**config.mk**
```make
export PLATFORM = sky130hd
export DESIGN_NAME = uart_autocal
export DESIGN_NICKNAME = d
export VERILOG_FILES = /design/src/rtl/uart_autocal_pkg.sv /design/src/rtl/uart_sync3.sv /design/src/rtl/uart_bit_timer.sv /design/src/rtl/uart_autocal.sv
export VERILOG_INCLUDE_DIRS = /design/src /design/src/rtl
export SDC_FILE = /design/constraint.sdc
export NUM_CORES = 1
export LEC_CHECK = 0
export BUFFER_PORTS_ARGS = -buffer_cell sky130_fd_sc_hd__buf_2
export CAP_MARGIN = 10
export CORE_MARGIN = 3
export CORE_UTILIZATION = 50
export CTS_CLUSTER_DIAMETER = 100
export CTS_CLUSTER_SIZE = 14
export DETAILED_ROUTE_END_ITERATION = 12
export PLACE_DENSITY = 0.66
export SLEW_MARGIN = 5
export SYNTH_ARGS = -nofsm -noshare
export SYNTH_HDL_FRONTEND = slang
export SYNTH_SLANG_ARGS = --single-unit
```
**constraint.sdc**
```tcl
create_clock -name clk_sys_in -period 106.1 [get_ports clk_sys_in]
set_input_delay 10.61 -clock clk_sys_in [delete_from_list [all_inputs] [get_ports clk_sys_in]]
set_output_delay 10.61 -clock clk_sys_in [all_outputs]
set_load 0.05 [all_outputs]
```
**src/rtl/uart_autocal_cfg.svh**
```systemverilog
// Register offsets, field positions, reset values and timing for the serial transceiver.
`ifndef UART_AUTOCAL_CFG_SVH
`define UART_AUTOCAL_CFG_SVH

// ==========================================================
// Clock and rates
`define UA_CLK_HZ 10000000
`define UA_MAX_BPS 115200
`define UA_NUM_RATES 10
`define UA_BPS0 1200
`define UA_BPS1 2400
`define UA_BPS2 4800
`define UA_BPS3 9600
`define UA_BPS4 19200
`define UA_BPS5 38400
`define UA_BPS6 51200
`define UA_BPS7 57600
`define UA_BPS8 102400
`define UA_BPS9 115200

// ==========================================================
// Register offsets
`define UA_ADDR_CTRL 4'h0
`define UA_ADDR_STATUS 4'h1
`define UA_ADDR_MASK 4'h2
`define UA_ADDR_BAUD 4'h3
`define UA_ADDR_PRE_LO 4'h4
`define UA_ADDR_PRE_HI 4'h5
`define UA_ADDR_TXDATA 4'h6
`define UA_ADDR_RXDATA 4'h7

// ==========================================================
// Control fields
`define UA_C_TXIE 0
`define UA_C_RXIE 1
`define UA_C_PEN 2
`define UA_C_PODD 3
`define UA_C_AUTO 4
`define UA_C_EN 5

// ==========================================================
// Status fields
`define UA_S_RXDONE 0
`define UA_S_TXDONE 1
`define UA_S_FERR 2
`define UA_S_OVR 3
`define UA_S_PERR 4
`define UA_S_TXBUSY 5
`define UA_S_RXFULL 6
`define UA_STATUS_W1C 8'h1F

// ==========================================================
// Reset values
`define UA_CTRL_RST 8'h10
`define UA_MASK_RST 8'h00
`define UA_BAUD_RST 4'h3
`define UA_PRE_RST 16'h0410

`endif

```
**src/rtl/uart_autocal_pkg.sv**
```systemverilog
// Types and the calibrated divisor table of the serial transceiver.
`include "uart_autocal_cfg.svh"
package uart_autocal_pkg;

   // ==========================================================
   // State encodings
   typedef enum logic [4:0] {
      TX_IDLE = 5'h01, TX_START = 5'h02, TX_DATA = 5'h04, TX_PAR = 5'h08, TX_STOP = 5'h10
   } tx_state_t;

   typedef enum logic [4:0] {
      RX_IDLE = 5'h01, RX_START = 5'h02, RX_DATA = 5'h04, RX_PAR = 5'h08, RX_STOP = 5'h10
   } rx_state_t;

   // ==========================================================
   // Calibrated bit period, in clock cycles minus one, rounded to nearest.
   function automatic logic [15:0] calib_div(input logic [3:0] idx);
      int bps;
      bps = `UA_BPS9;
      unique case (idx)
         4'h0: bps = `UA_BPS0;
         4'h1: bps = `UA_BPS1;
         4'h2: bps = `UA_BPS2;
         4'h3: bps = `UA_BPS3;
         4'h4: bps = `UA_BPS4;
         4'h5: bps = `UA_BPS5;
         4'h6: bps = `UA_BPS6;
         4'h7: bps = `UA_BPS7;
         4'h8: bps = `UA_BPS8;
         default: bps = `UA_BPS9;
      endcase
      return 16'((`UA_CLK_HZ + bps / 2) / bps - 1);
   endfunction

endpackage

```
**src/rtl/uart_sync3.sv**
```systemverilog
// Three-stage input synchroniser with agreement filter.
`timescale 1ns/1ps
module uart_sync3 #(
   parameter logic RESET_VAL = 1'b1
) (
   // Clock and reset
   input wire logic clk_sys_in,
   input wire logic rst_b_in,
   // Asynchronous level in, filtered level out
   input wire logic d_in,
   output logic q_out
);
   logic s1_reg;
   logic s2_reg;
   logic s3_reg;

   always_ff @(posedge clk_sys_in) begin
      if (!rst_b_in) begin
         s1_reg <= RESET_VAL;
         s2_reg <= RESET_VAL;
         s3_reg <= RESET_VAL;
      end else begin
         s1_reg <= d_in;
         s2_reg <= s1_reg;
         s3_reg <= s2_reg;
      end
   end

   // A change is accepted only once the second and third stages agree.
   always_ff @(posedge clk_sys_in) begin
      if (!rst_b_in) begin
         q_out <= RESET_VAL;
      end else if (s2_reg == s3_reg) begin
         q_out <= s3_reg;
      end
   end
endmodule // uart_sync3

```
**src/rtl/uart_bit_timer.sv**
```systemverilog
// Bit-period divider giving a one-cycle enable pulse per bit.
`timescale 1ns/1ps
module uart_bit_timer #(
   parameter int W = 16
) (
   // Clock and reset
   input wire logic clk_sys_in,
   input wire logic rst_b_in,
   // Control
   input wire logic start_in,
   input wire logic half_in,
   input wire logic run_in,
   input wire logic [W-1:0] period_in,
   // Enable pulse
   output logic tick_out
);
   logic [W-1:0] cnt_reg;

   always_ff @(posedge clk_sys_in) begin
      if (!rst_b_in) begin
         cnt_reg <= '0;
      end else if (start_in) begin
         cnt_reg <= half_in ? (period_in >> 1) : period_in;
      end else if (run_in) begin
         cnt_reg <= (cnt_reg == '0) ? period_in : cnt_reg - 1'b1;
      end
   end

   assign tick_out = run_in && !start_in && (cnt_reg == '0);
endmodule // uart_bit_timer

```
**src/rtl/uart_autocal.sv**
```systemverilog
// Serial transceiver with calibrated or prescaled baud rate and sticky status.
`timescale 1ns/1ps
`include "uart_autocal_cfg.svh"

// Overview of operation
// - One serial channel: one transmit line, one receive line.
// - Bit rates up to 115.2 kbps are supported.
// - Control register sets interrupt enables, parity on/off, parity sense, clock source.
// - Receive request on byte arrival, transmit request after byte fully sent.
// - Status register shows receive, transmit or both as interrupt cause.
// - Framing, overrun and parity errors checked per byte, flagged in status.
// - Auto calibration derives standard rates 1.2 to 115.2 kbps from the clock.
// - Calibrated rate is the last value written to the baud select setting.
// - Without calibration the bit period comes straight from the prescaler.
// - Prescaler mode allows arbitrary rates, uncorrected for clock drift.
// - Port C bit 2 carries transmit, bit 3 carries receive.
module uart_autocal
   import uart_autocal_pkg::*;
(
   // Clock and reset
   input wire logic clk_sys_in,
   input wire logic rst_b_in,
   // Register port
   input wire logic [3:0] reg_addr_in,
   input wire logic [7:0] reg_wdata_in,
   input wire logic reg_wr_in,
   input wire logic reg_rd_in,
   output logic [7:0] reg_rdata_out,
   // Port C serial pins, index 0 is bit 2, index 1 is bit 3
   input wire logic [1:0] port_c_serial_pins_in,
   output logic [1:0] port_c_serial_pins_out,
   output logic [1:0] port_c_serial_pins_oe_out,
   // Interrupts
   output logic rx_irq_out,
   output logic tx_irq_out,
   output logic irq_out
);

   // ==========================================================
   // Registers
   logic [7:0] ctrl_reg;
   logic [7:0] mask_reg;
   logic [3:0] baud_reg;
   logic [15:0] pre_reg;
   logic [7:0] stat_reg;
   logic [7:0] stat_next;
   logic [7:0] rx_buf_reg;
   logic rx_full_reg;
   logic [15:0] bit_period;
   logic rx_line;
   logic rx_tick;
   logic tx_tick;
   logic wr_ctrl, wr_stat, wr_tx, rd_rx;
   logic tx_accept;
   logic rx_ev, tx_ev, ferr_ev, ovr_ev, perr_ev;

   assign wr_ctrl = reg_wr_in && (reg_addr_in == `UA_ADDR_CTRL);
   assign wr_stat = reg_wr_in && (reg_addr_in == `UA_ADDR_STATUS);
   assign wr_tx = reg_wr_in && (reg_addr_in == `UA_ADDR_TXDATA);
   assign rd_rx = reg_rd_in && (reg_addr_in == `UA_ADDR_RXDATA);

   always_ff @(posedge clk_sys_in) begin
      if (!rst_b_in) begin
         ctrl_reg <= `UA_CTRL_RST;
         mask_reg <= `UA_MASK_RST;
         baud_reg <= `UA_BAUD_RST;
         pre_reg <= `UA_PRE_RST;
      end else if (reg_wr_in) begin
         unique case (reg_addr_in)
            `UA_ADDR_CTRL: ctrl_reg <= {2'h0, reg_wdata_in[5:0]};
            `UA_ADDR_MASK: mask_reg <= {3'h0, reg_wdata_in[4:0]};
            `UA_ADDR_BAUD: baud_reg <= reg_wdata_in[3:0];
            `UA_ADDR_PRE_LO: pre_reg[7:0] <= reg_wdata_in;
            `UA_ADDR_PRE_HI: pre_reg[15:8] <= reg_wdata_in;
            default: ;
         endcase
      end
   end

   // ==========================================================
   // Bit period selection
   // Calibration is against the known system clock; software must still keep
   // the clock well above the chosen rate or the rounding error grows.
   // The fastest table entry, 115.2 kbps, is about 87 cycles a bit here.
   // A raw prescaler is taken as is and follows any drift of the clock.
   assign bit_period = ctrl_reg[`UA_C_AUTO] ? calib_div(baud_reg) : pre_reg;

   // ==========================================================
   // Receiver
   rx_state_t rx_state;
   logic [7:0] rx_sh_reg;
   logic [2:0] rx_cnt_reg;
   logic rx_perr_reg;
   logic rx_begin;

   uart_sync3 #(.RESET_VAL(1'b1)) u_rx_sync (
      .clk_sys_in(clk_sys_in),
      .rst_b_in(rst_b_in),
      .d_in(port_c_serial_pins_in[1]),
      .q_out(rx_line)
   );

   assign rx_begin = (rx_state == RX_IDLE) && ctrl_reg[`UA_C_EN] && !rx_line;

   uart_bit_timer #(.W(16)) u_rx_timer (
      .clk_sys_in(clk_sys_in),
      .rst_b_in(rst_b_in),
      .start_in(rx_begin),
      .half_in(1'b1),
      .run_in(rx_state != RX_IDLE),
      .period_in(bit_period),
      .tick_out(rx_tick)
   );

   always_ff @(posedge clk_sys_in) begin
      if (!rst_b_in) begin
         rx_state <= RX_IDLE;
         rx_sh_reg <= 8'h00;
         rx_cnt_reg <= 3'h0;
         rx_perr_reg <= 1'b0;
      end else begin
         unique case (rx_state)
            RX_IDLE: if (rx_begin) begin
               rx_state <= RX_START;
            end
            // A start bit that is high again at mid-bit was a glitch.
            RX_START: if (rx_tick) begin
               rx_state <= rx_line ? RX_IDLE : RX_DATA;
               rx_cnt_reg <= 3'h0;
               rx_perr_reg <= 1'b0;
            end
            RX_DATA: if (rx_tick) begin
               rx_sh_reg <= {rx_line, rx_sh_reg[7:1]};
               rx_cnt_reg <= rx_cnt_reg + 3'h1;
               if (rx_cnt_reg == 3'h7) begin
                  rx_state <= ctrl_reg[`UA_C_PEN] ? RX_PAR : RX_STOP;
               end
            end
            RX_PAR: if (rx_tick) begin
               rx_perr_reg <= rx_line ^ (^rx_sh_reg) ^ ctrl_reg[`UA_C_PODD];
               rx_state <= RX_STOP;
            end
            RX_STOP: if (rx_tick) begin
               rx_state <= RX_IDLE;
            end
         endcase
      end
   end

   assign rx_ev = (rx_state == RX_STOP) && rx_tick;
   assign ferr_ev = rx_ev && !rx_line;
   assign perr_ev = rx_ev && rx_perr_reg;
   assign ovr_ev = rx_ev && rx_full_reg && !rd_rx;

   // The newest byte replaces an unread one; the overrun flag records the loss.
   always_ff @(posedge clk_sys_in) begin
      if (!rst_b_in) begin
         rx_buf_reg <= 8'h00;
         rx_full_reg <= 1'b0;
      end else if (rx_ev) begin
         rx_buf_reg <= rx_sh_reg;
         rx_full_reg <= 1'b1;
      end else if (rd_rx) begin
         rx_full_reg <= 1'b0;
      end
   end

   // ==========================================================
   // Transmitter
   tx_state_t tx_state;
   logic [7:0] tx_sh_reg;
   logic [2:0] tx_cnt_reg;
   logic tx_par_reg;
   logic tx_line_reg;

   // Writes while busy or disabled are dropped; poll the busy bit first.
   assign tx_accept = wr_tx && (tx_state == TX_IDLE) && ctrl_reg[`UA_C_EN];

   uart_bit_timer #(.W(16)) u_tx_timer (
      .clk_sys_in(clk_sys_in),
      .rst_b_in(rst_b_in),
      .start_in(tx_accept),
      .half_in(1'b0),
      .run_in(tx_state != TX_IDLE),
      .period_in(bit_period),
      .tick_out(tx_tick)
   );

   always_ff @(posedge clk_sys_in) begin
      if (!rst_b_in) begin
         tx_state <= TX_IDLE;
         tx_sh_reg <= 8'h00;
         tx_cnt_reg <= 3'h0;
         tx_par_reg <= 1'b0;
         tx_line_reg <= 1'b1;
      end else begin
         unique case (tx_state)
            TX_IDLE: if (tx_accept) begin
               tx_sh_reg <= reg_wdata_in;
               tx_par_reg <= (^reg_wdata_in) ^ ctrl_reg[`UA_C_PODD];
               tx_cnt_reg <= 3'h0;
               tx_line_reg <= 1'b0;
               tx_state <= TX_START;
            end
            TX_START: if (tx_tick) begin
               tx_line_reg <= tx_sh_reg[0];
               tx_state <= TX_DATA;
            end
            TX_DATA: if (tx_tick) begin
               tx_sh_reg <= tx_sh_reg >> 1;
               tx_cnt_reg <= tx_cnt_reg + 3'h1;
               if (tx_cnt_reg == 3'h7) begin
                  tx_line_reg <= ctrl_reg[`UA_C_PEN] ? tx_par_reg : 1'b1;
                  tx_state <= ctrl_reg[`UA_C_PEN] ? TX_PAR : TX_STOP;
               end else begin
                  tx_line_reg <= tx_sh_reg[1];
               end
            end
            TX_PAR: if (tx_tick) begin
               tx_line_reg <= 1'b1;
               tx_state <= TX_STOP;
            end
            TX_STOP: if (tx_tick) begin
               tx_state <= TX_IDLE;
            end
         endcase
      end
   end

   assign tx_ev = (tx_state == TX_STOP) && tx_tick;

   // ==========================================================
   // Status, interrupts and pins
   // Hardware set beats a write-one clear arriving in the same cycle.
   always_comb begin
      stat_next = stat_reg & ~(wr_stat ? (reg_wdata_in & `UA_STATUS_W1C) : 8'h00);
      stat_next[`UA_S_RXDONE] = stat_next[`UA_S_RXDONE] | rx_ev;
      stat_next[`UA_S_TXDONE] = stat_next[`UA_S_TXDONE] | tx_ev;
      stat_next[`UA_S_FERR] = stat_next[`UA_S_FERR] | ferr_ev;
      stat_next[`UA_S_OVR] = stat_next[`UA_S_OVR] | ovr_ev;
      stat_next[`UA_S_PERR] = stat_next[`UA_S_PERR] | perr_ev;
      stat_next[`UA_S_TXBUSY] = 1'b0;
      stat_next[`UA_S_RXFULL] = 1'b0;
      stat_next[7] = 1'b0;
   end

   always_ff @(posedge clk_sys_in) begin
      if (!rst_b_in) begin
         stat_reg <= 8'h00;
      end else begin
         stat_reg <= stat_next;
      end
   end

   always_ff @(posedge clk_sys_in) begin
      if (!rst_b_in) begin
         rx_irq_out <= 1'b0;
         tx_irq_out <= 1'b0;
         irq_out <= 1'b0;
      end else begin
         rx_irq_out <= stat_reg[`UA_S_RXDONE] && ctrl_reg[`UA_C_RXIE];
         tx_irq_out <= stat_reg[`UA_S_TXDONE] && ctrl_reg[`UA_C_TXIE];
         irq_out <= |(stat_reg[4:0] & mask_reg[4:0]);
      end
   end

   // Only bit 2 is ever driven; bit 3 is a pure input while the channel is on.
   always_ff @(posedge clk_sys_in) begin
      if (!rst_b_in) begin
         port_c_serial_pins_out <= 2'h1;
         port_c_serial_pins_oe_out <= 2'h0;
      end else begin
         port_c_serial_pins_out <= {1'b0, tx_line_reg};
         port_c_serial_pins_oe_out <= {1'b0, ctrl_reg[`UA_C_EN]};
      end
   end

   always_ff @(posedge clk_sys_in) begin
      if (!rst_b_in) begin
         reg_rdata_out <= 8'h00;
      end else if (reg_rd_in) begin
         unique case (reg_addr_in)
            `UA_ADDR_CTRL: reg_rdata_out <= ctrl_reg;
            `UA_ADDR_STATUS: reg_rdata_out <= {1'b0, rx_full_reg, tx_state != TX_IDLE,
                                               stat_reg[4:0]};
            `UA_ADDR_MASK: reg_rdata_out <= mask_reg;
            `UA_ADDR_BAUD: reg_rdata_out <= {4'h0, baud_reg};
            `UA_ADDR_PRE_LO: reg_rdata_out <= pre_reg[7:0];
            `UA_ADDR_PRE_HI: reg_rdata_out <= pre_reg[15:8];
            `UA_ADDR_RXDATA: reg_rdata_out <= rx_buf_reg;
            default: reg_rdata_out <= 8'h00;
         endcase
      end else begin
         reg_rdata_out <= 8'h00;
      end
   end
endmodule // uart_autocal

```
---- Word-level counts from Yosys, hierarchy flattened ----
Memory sizes are Yosys's and may differ from the RTL's. A register that Yosys moved wholly into a read port is not among the register bits.
Cells that the tools add are included.
cells by class
  add/subtract/negate cells ............... 7
  divide/modulo/power cells ............... 1
  equal/unequal tests ..................... 34
  mux-type cells .......................... 48
  bitwise gates (word level) .............. 13
  reduce and logical (&&, ||, !) cells .... 51
operators by type and width
  kind                    count
  $mux 16                 5
  $mux 5                  14
  $pmux 8 s7              1
  $pmux 5 s5              2
  $add 25x32->32 const A  1
  $add 32x1->32           1
  $div 32x32->32          1
  $logic_not 16->1        2
  $sub 16x1->16 const B   2
  $mux 15                 2
  $ne 2x2->1 const B      10
  $logic_and 1x1->1       19
  $eq 4x3->1 const B      4
  $mux 8                  2
  $pmux 8 s2              1
  $reduce_and 2->1        8
  $reduce_xor 8->1        2
  $sub 16x2->16 const B   1
  $mux 3                  5
  $pmux 3 s2              2
  $reduce_and 6->1        2
  $reduce_bool 2->1       6
  $and 5x5->5             2
  $eq 5x1->1 const B      2
  other kinds (27)        57
storage, ports and cells
  flip-flop bits (word level) ............. 131
  memory bits (read-only) ................. 208
  input port bits ......................... 18
  output and inout port bits .............. 15
  word-level logic and storage cells ...... 187
  memories ................................ 1
memory list
  name              depth  bits a word  rd ports  clocked after Yosys merged registers in  write ports  RTL line                RTL
  (name not given)  16     13           1         1                                        0            uart_autocal_pkg.sv:20  unique case (idx)

---- Logic depth before layout (Yosys ltp) ----
  depth after elaboration ................. 10
  depth in mapped cells ................... 386

---- Cells and area by module ----
From an unflattened synthesis, not the netlist that was laid out.
second synthesis, totals
  cell total of the unflattened synthesis .. 3,409
  area, all modules ....................... 25,047.8 um2
modules (own cells, without submodules)
  module          times used  cells each  area an instance (um2)
  uart_autocal    1           3,033       22,054.9
  uart_bit_timer  2           183         1,440.1
  uart_sync3      1           10          112.6

---- Worst setup path after synthesis ----
Ideal clock, no wire load.
  path kind ............................... flip-flop to flip-flop
  from .................................... reg with a tool-made name
  to ...................................... reg u_rx_timer.cnt_reg[10]
  setup time .............................. 0.133 ns
  arrival time ............................ 74.592 ns
  data required time ...................... 105.967 ns
  slack ................................... 31.375 ns
  stages on the path, launching flop included .. 361
  path buffers ............................ 31
  period minus slack after synthesis ...... 74.725 ns
  cell sequence ........................... dfxtp_1 > inv_1 > ha_1 > nor4b_1 > nor4b_1 > and2_1 > ha_1 > o21a_1 > o22ai_1 > or4_1 > nand2_1 > ha_1 > a21oi_1 > a21oi_1 > o2111ai_1 > nand2_1 > ha_1 > o211ai_1 > (+325 left out) > nand2b_1 > a21oi_1 > nor2b_1 > o21ai_0 > nand2b_1 > a2111o_1 > a2111o_1 > nor3_1 > ha_1 > nand2_1 > nor3_1 > xnor2_1 > mux2i_1 > a211o_1 > nand2_1 > a22oi_1 > o311a_1 > a211oi_2
RTL lines
  item                  RTL line              RTL
  to (signal assigned)  uart_bit_timer.sv:23  cnt_reg <= half_in ? (period_in >> 1) : period_in;
  to (signal assigned)  uart_bit_timer.sv:25  cnt_reg <= (cnt_reg == '0) ? period_in : cnt_reg - 1'b1;
  to (decl)             uart_bit_timer.sv:17  logic [W-1:0] cnt_reg;

==> results.txt <==
First-pass GRT wire length = 118000 µm
RSZ-0062 raised after global routing = no
Fin cells = 3892
Largest net degree at the start of global routing = 91
Global placement routability congestion = 0.913
Hold path startpoint = u_rx_sync.s1_reg
Final clock skew = 0.0177 ns
Starting DRT DRC Count = 1801
Yosys warns = 0
Worst-path fanout max = 29
Synth-to-Final Area Change = 5.89%
Die Span X = 225 µm
Pre-CTS WS = 23.12 ns
R2R setup slack = 21.69 ns
Ys flop type = dfxtp_1
H-tree levels = 4
Crit path top cell by count = o21a_1
Post-CTS Setup Bufs = 0
Root buffer cell = clkbuf_16
Commonest non-fill, non-tap cell in the layout = nor2_1
Worst hold path endpoint = u_rx_sync.s2_reg
Core ar. = 46900 µm²
Overflow after GRT = 0
GRT Util Overall = 0.278
DRT Wirelength = 72700 µm
Post-synthesis sequential area ratio = 0.119
Cts repair resizes = 0
Crit start category = flip-flop
CP max stage delay = 0.75 ns
Min-Delay Path Class = flip-flop to flip-flop
Post-synthesis mux area share = 0.0595
Final Max Tran Viols = 0
Critical Path AT = 84.69 ns
Max Freq = 0.0118 GHz
Die height = 225 µm
Clock buffer depth = 2
Max-slew headroom = 0.229
Main combinational cell family by area after synthesis = compound AO/OA/AOI/OAI gates
Fraction of registers with async set/reset = 0
Final setup violation count = 0
Placed Instances = 3860
Register bit count reported by yosys = 142
Pre-Repair DR Iteration Count = 5
Final hold viol count = 0
I/O Buffers = 29
Hold Crit Depth = 1
DRC viols = 0
Crit end category = flip-flop
Slew @ Worst Pin = 1.15 ns
Worst Reg-to-Reg Cells = 343
Post-Synth XOR/XNOR Area = 0.0498
Most frequent cells in the layout = nor2_1, nand2_1, ha_1, a21oi_1, nor3_1
CTS sink count = 142
Setup tns final = 0 ns
Vias in the first global route = 24.1k
Simple-Gate Fraction of Synth Area = 0.271
Initial antenna violation count = 0
Req. time, crit path = 106.38 ns
Post-layout min period = 84.41 ns
Vias = 25.5k
Synth Area in Compound Gates = 0.310
Antenna viol nets, final = 0
Status = complete, no violations
Nets = 3593
Clk_lat worst skew = 0.44 ns
Post-synth EDFFs = 0
Final worst slack = 21.69 ns
Crit Path Category = flip-flop to flip-flop
DP Wirelength = 56000 µm
Final Core Density = 0.540
Post-synth cell types = 117
Max Cap Viol = 0
Vias per Instance = 6.54
Final period util = 0.796
Initial Util = 0.510
Die ar. = 50500 µm²
I/O pins = 33
Reg clk slew, reported paths = 0.07 ns
Row count = 79
Post-DR wirelength/cell = 18.7 µm
# diodes = 0
Cts bufs inserted = 17
CTS Hold Bufs = 0
Share of cells above drive strength 1 = 0.0843
Mapped cell area = 23900 µm²
Post-Synth Adder-Cell Area = 0.159
FF-to-FF End = u_rx_timer.cnt_reg[10]
CTS tree = done
Slowest-stage cell, CP = or4_4
Syn avg cell area = 7.28 µm²
Post-Synthesis Cells = 3286
## metal layers
metal  GRT usage  part of all wire  wire [µm]
met5           0                 0          0
met4      0.0843             0.024       1760
met3      0.0234             0.049       3530
met2       0.474              0.46      33800
met1       0.373              0.46      33700
## stage by stage
stage	area (µm²)	hold WS (ns)
3_3_place_gp	24700	0.420
2_1_floorplan	24000	0.386
6_report	25300	0.435
4_1_cts	25300	0.440
3_5_place_dp	24700	0.406
5_1_grt	25300	0.475
## cell type report
class                   instances  area (µm²)
well taps                     607         759
multi-input cells            2969       20400
clock buffers                  17         425
flip-flops and latches        142        2840
clock inverters                15         189
repair buffers                 68         438
fillers                      4550       21500
inverters                      74         278
## Yosys cell counts (32+ instances only)
master / n / area (µm²)
nor2_1: 338 / 1270
nand2_1: 313 / 1170
ha_1: 303 / 3790
a21oi_1: 247 / 1240
nor3_1: 225 / 1130
o21a_1: 173 / 1300
o21ai_0: 145 / 726
dfxtp_1: 142 / 2840
xnor2_1: 91 / 797
clkbuf_1: 90 / 338
nand3_1: 80 / 400
inv_1: 73 / 274
mux2i_1: 71 / 711
o31ai_1: 69 / 518
mux2_2: 62 / 698
or2_2: 49 / 307
a211oi_1: 48 / 360
or3_1: 48 / 300
xor2_1: 45 / 394
nand2b_1: 41 / 257
a21o_1: 39 / 293
o211ai_1: 32 / 240
## cells by family (layout without fill, tap and decap cells)
family / after synthesis / in the layout
AOI/OAI and AO/OA: 1062 / 1062
xor gates and xnor gates: 136 / 136
adders and majority gates: 305 / 305
buffers and inverters: 190 / 174
DFF: 142 / 142
muxes: 134 / 134
other: 2 / 17
and+or+nand+nor: 1315 / 1315
## worst max-delay path: cells and delay by family, from the launching register on
kind / cells / cell delay, ns
buffers and inverters: 17 / 4.21
XOR/XNOR: 1 / 0.13
flip-flops: 1 / 0.42
adder cells (fa/ha/maj): 27 / 8.22
AND/OR/NAND/NOR: 77 / 17.85
multiplexers: 7 / 2.50
AO/OA/AOI/OAI: 214 / 50.57
## how the worst max path moves through the flow
stage,to,slack [ns],depth (start not counted)
after floorplan,u_rx_timer.cnt_reg[10],31.38,360
after global placement,u_rx_timer.cnt_reg[10],24.57,342
after detailed placement,u_rx_timer.cnt_reg[10],23.12,342
after CTS,u_rx_timer.cnt_reg[10],22.65,342
after global routing,u_rx_timer.cnt_reg[10],15.30,343
final,u_rx_timer.cnt_reg[10],21.69,343
Power is not shown: default switching activity piles up to over one toggle a cycle in this logic, so the estimate is an artifact.
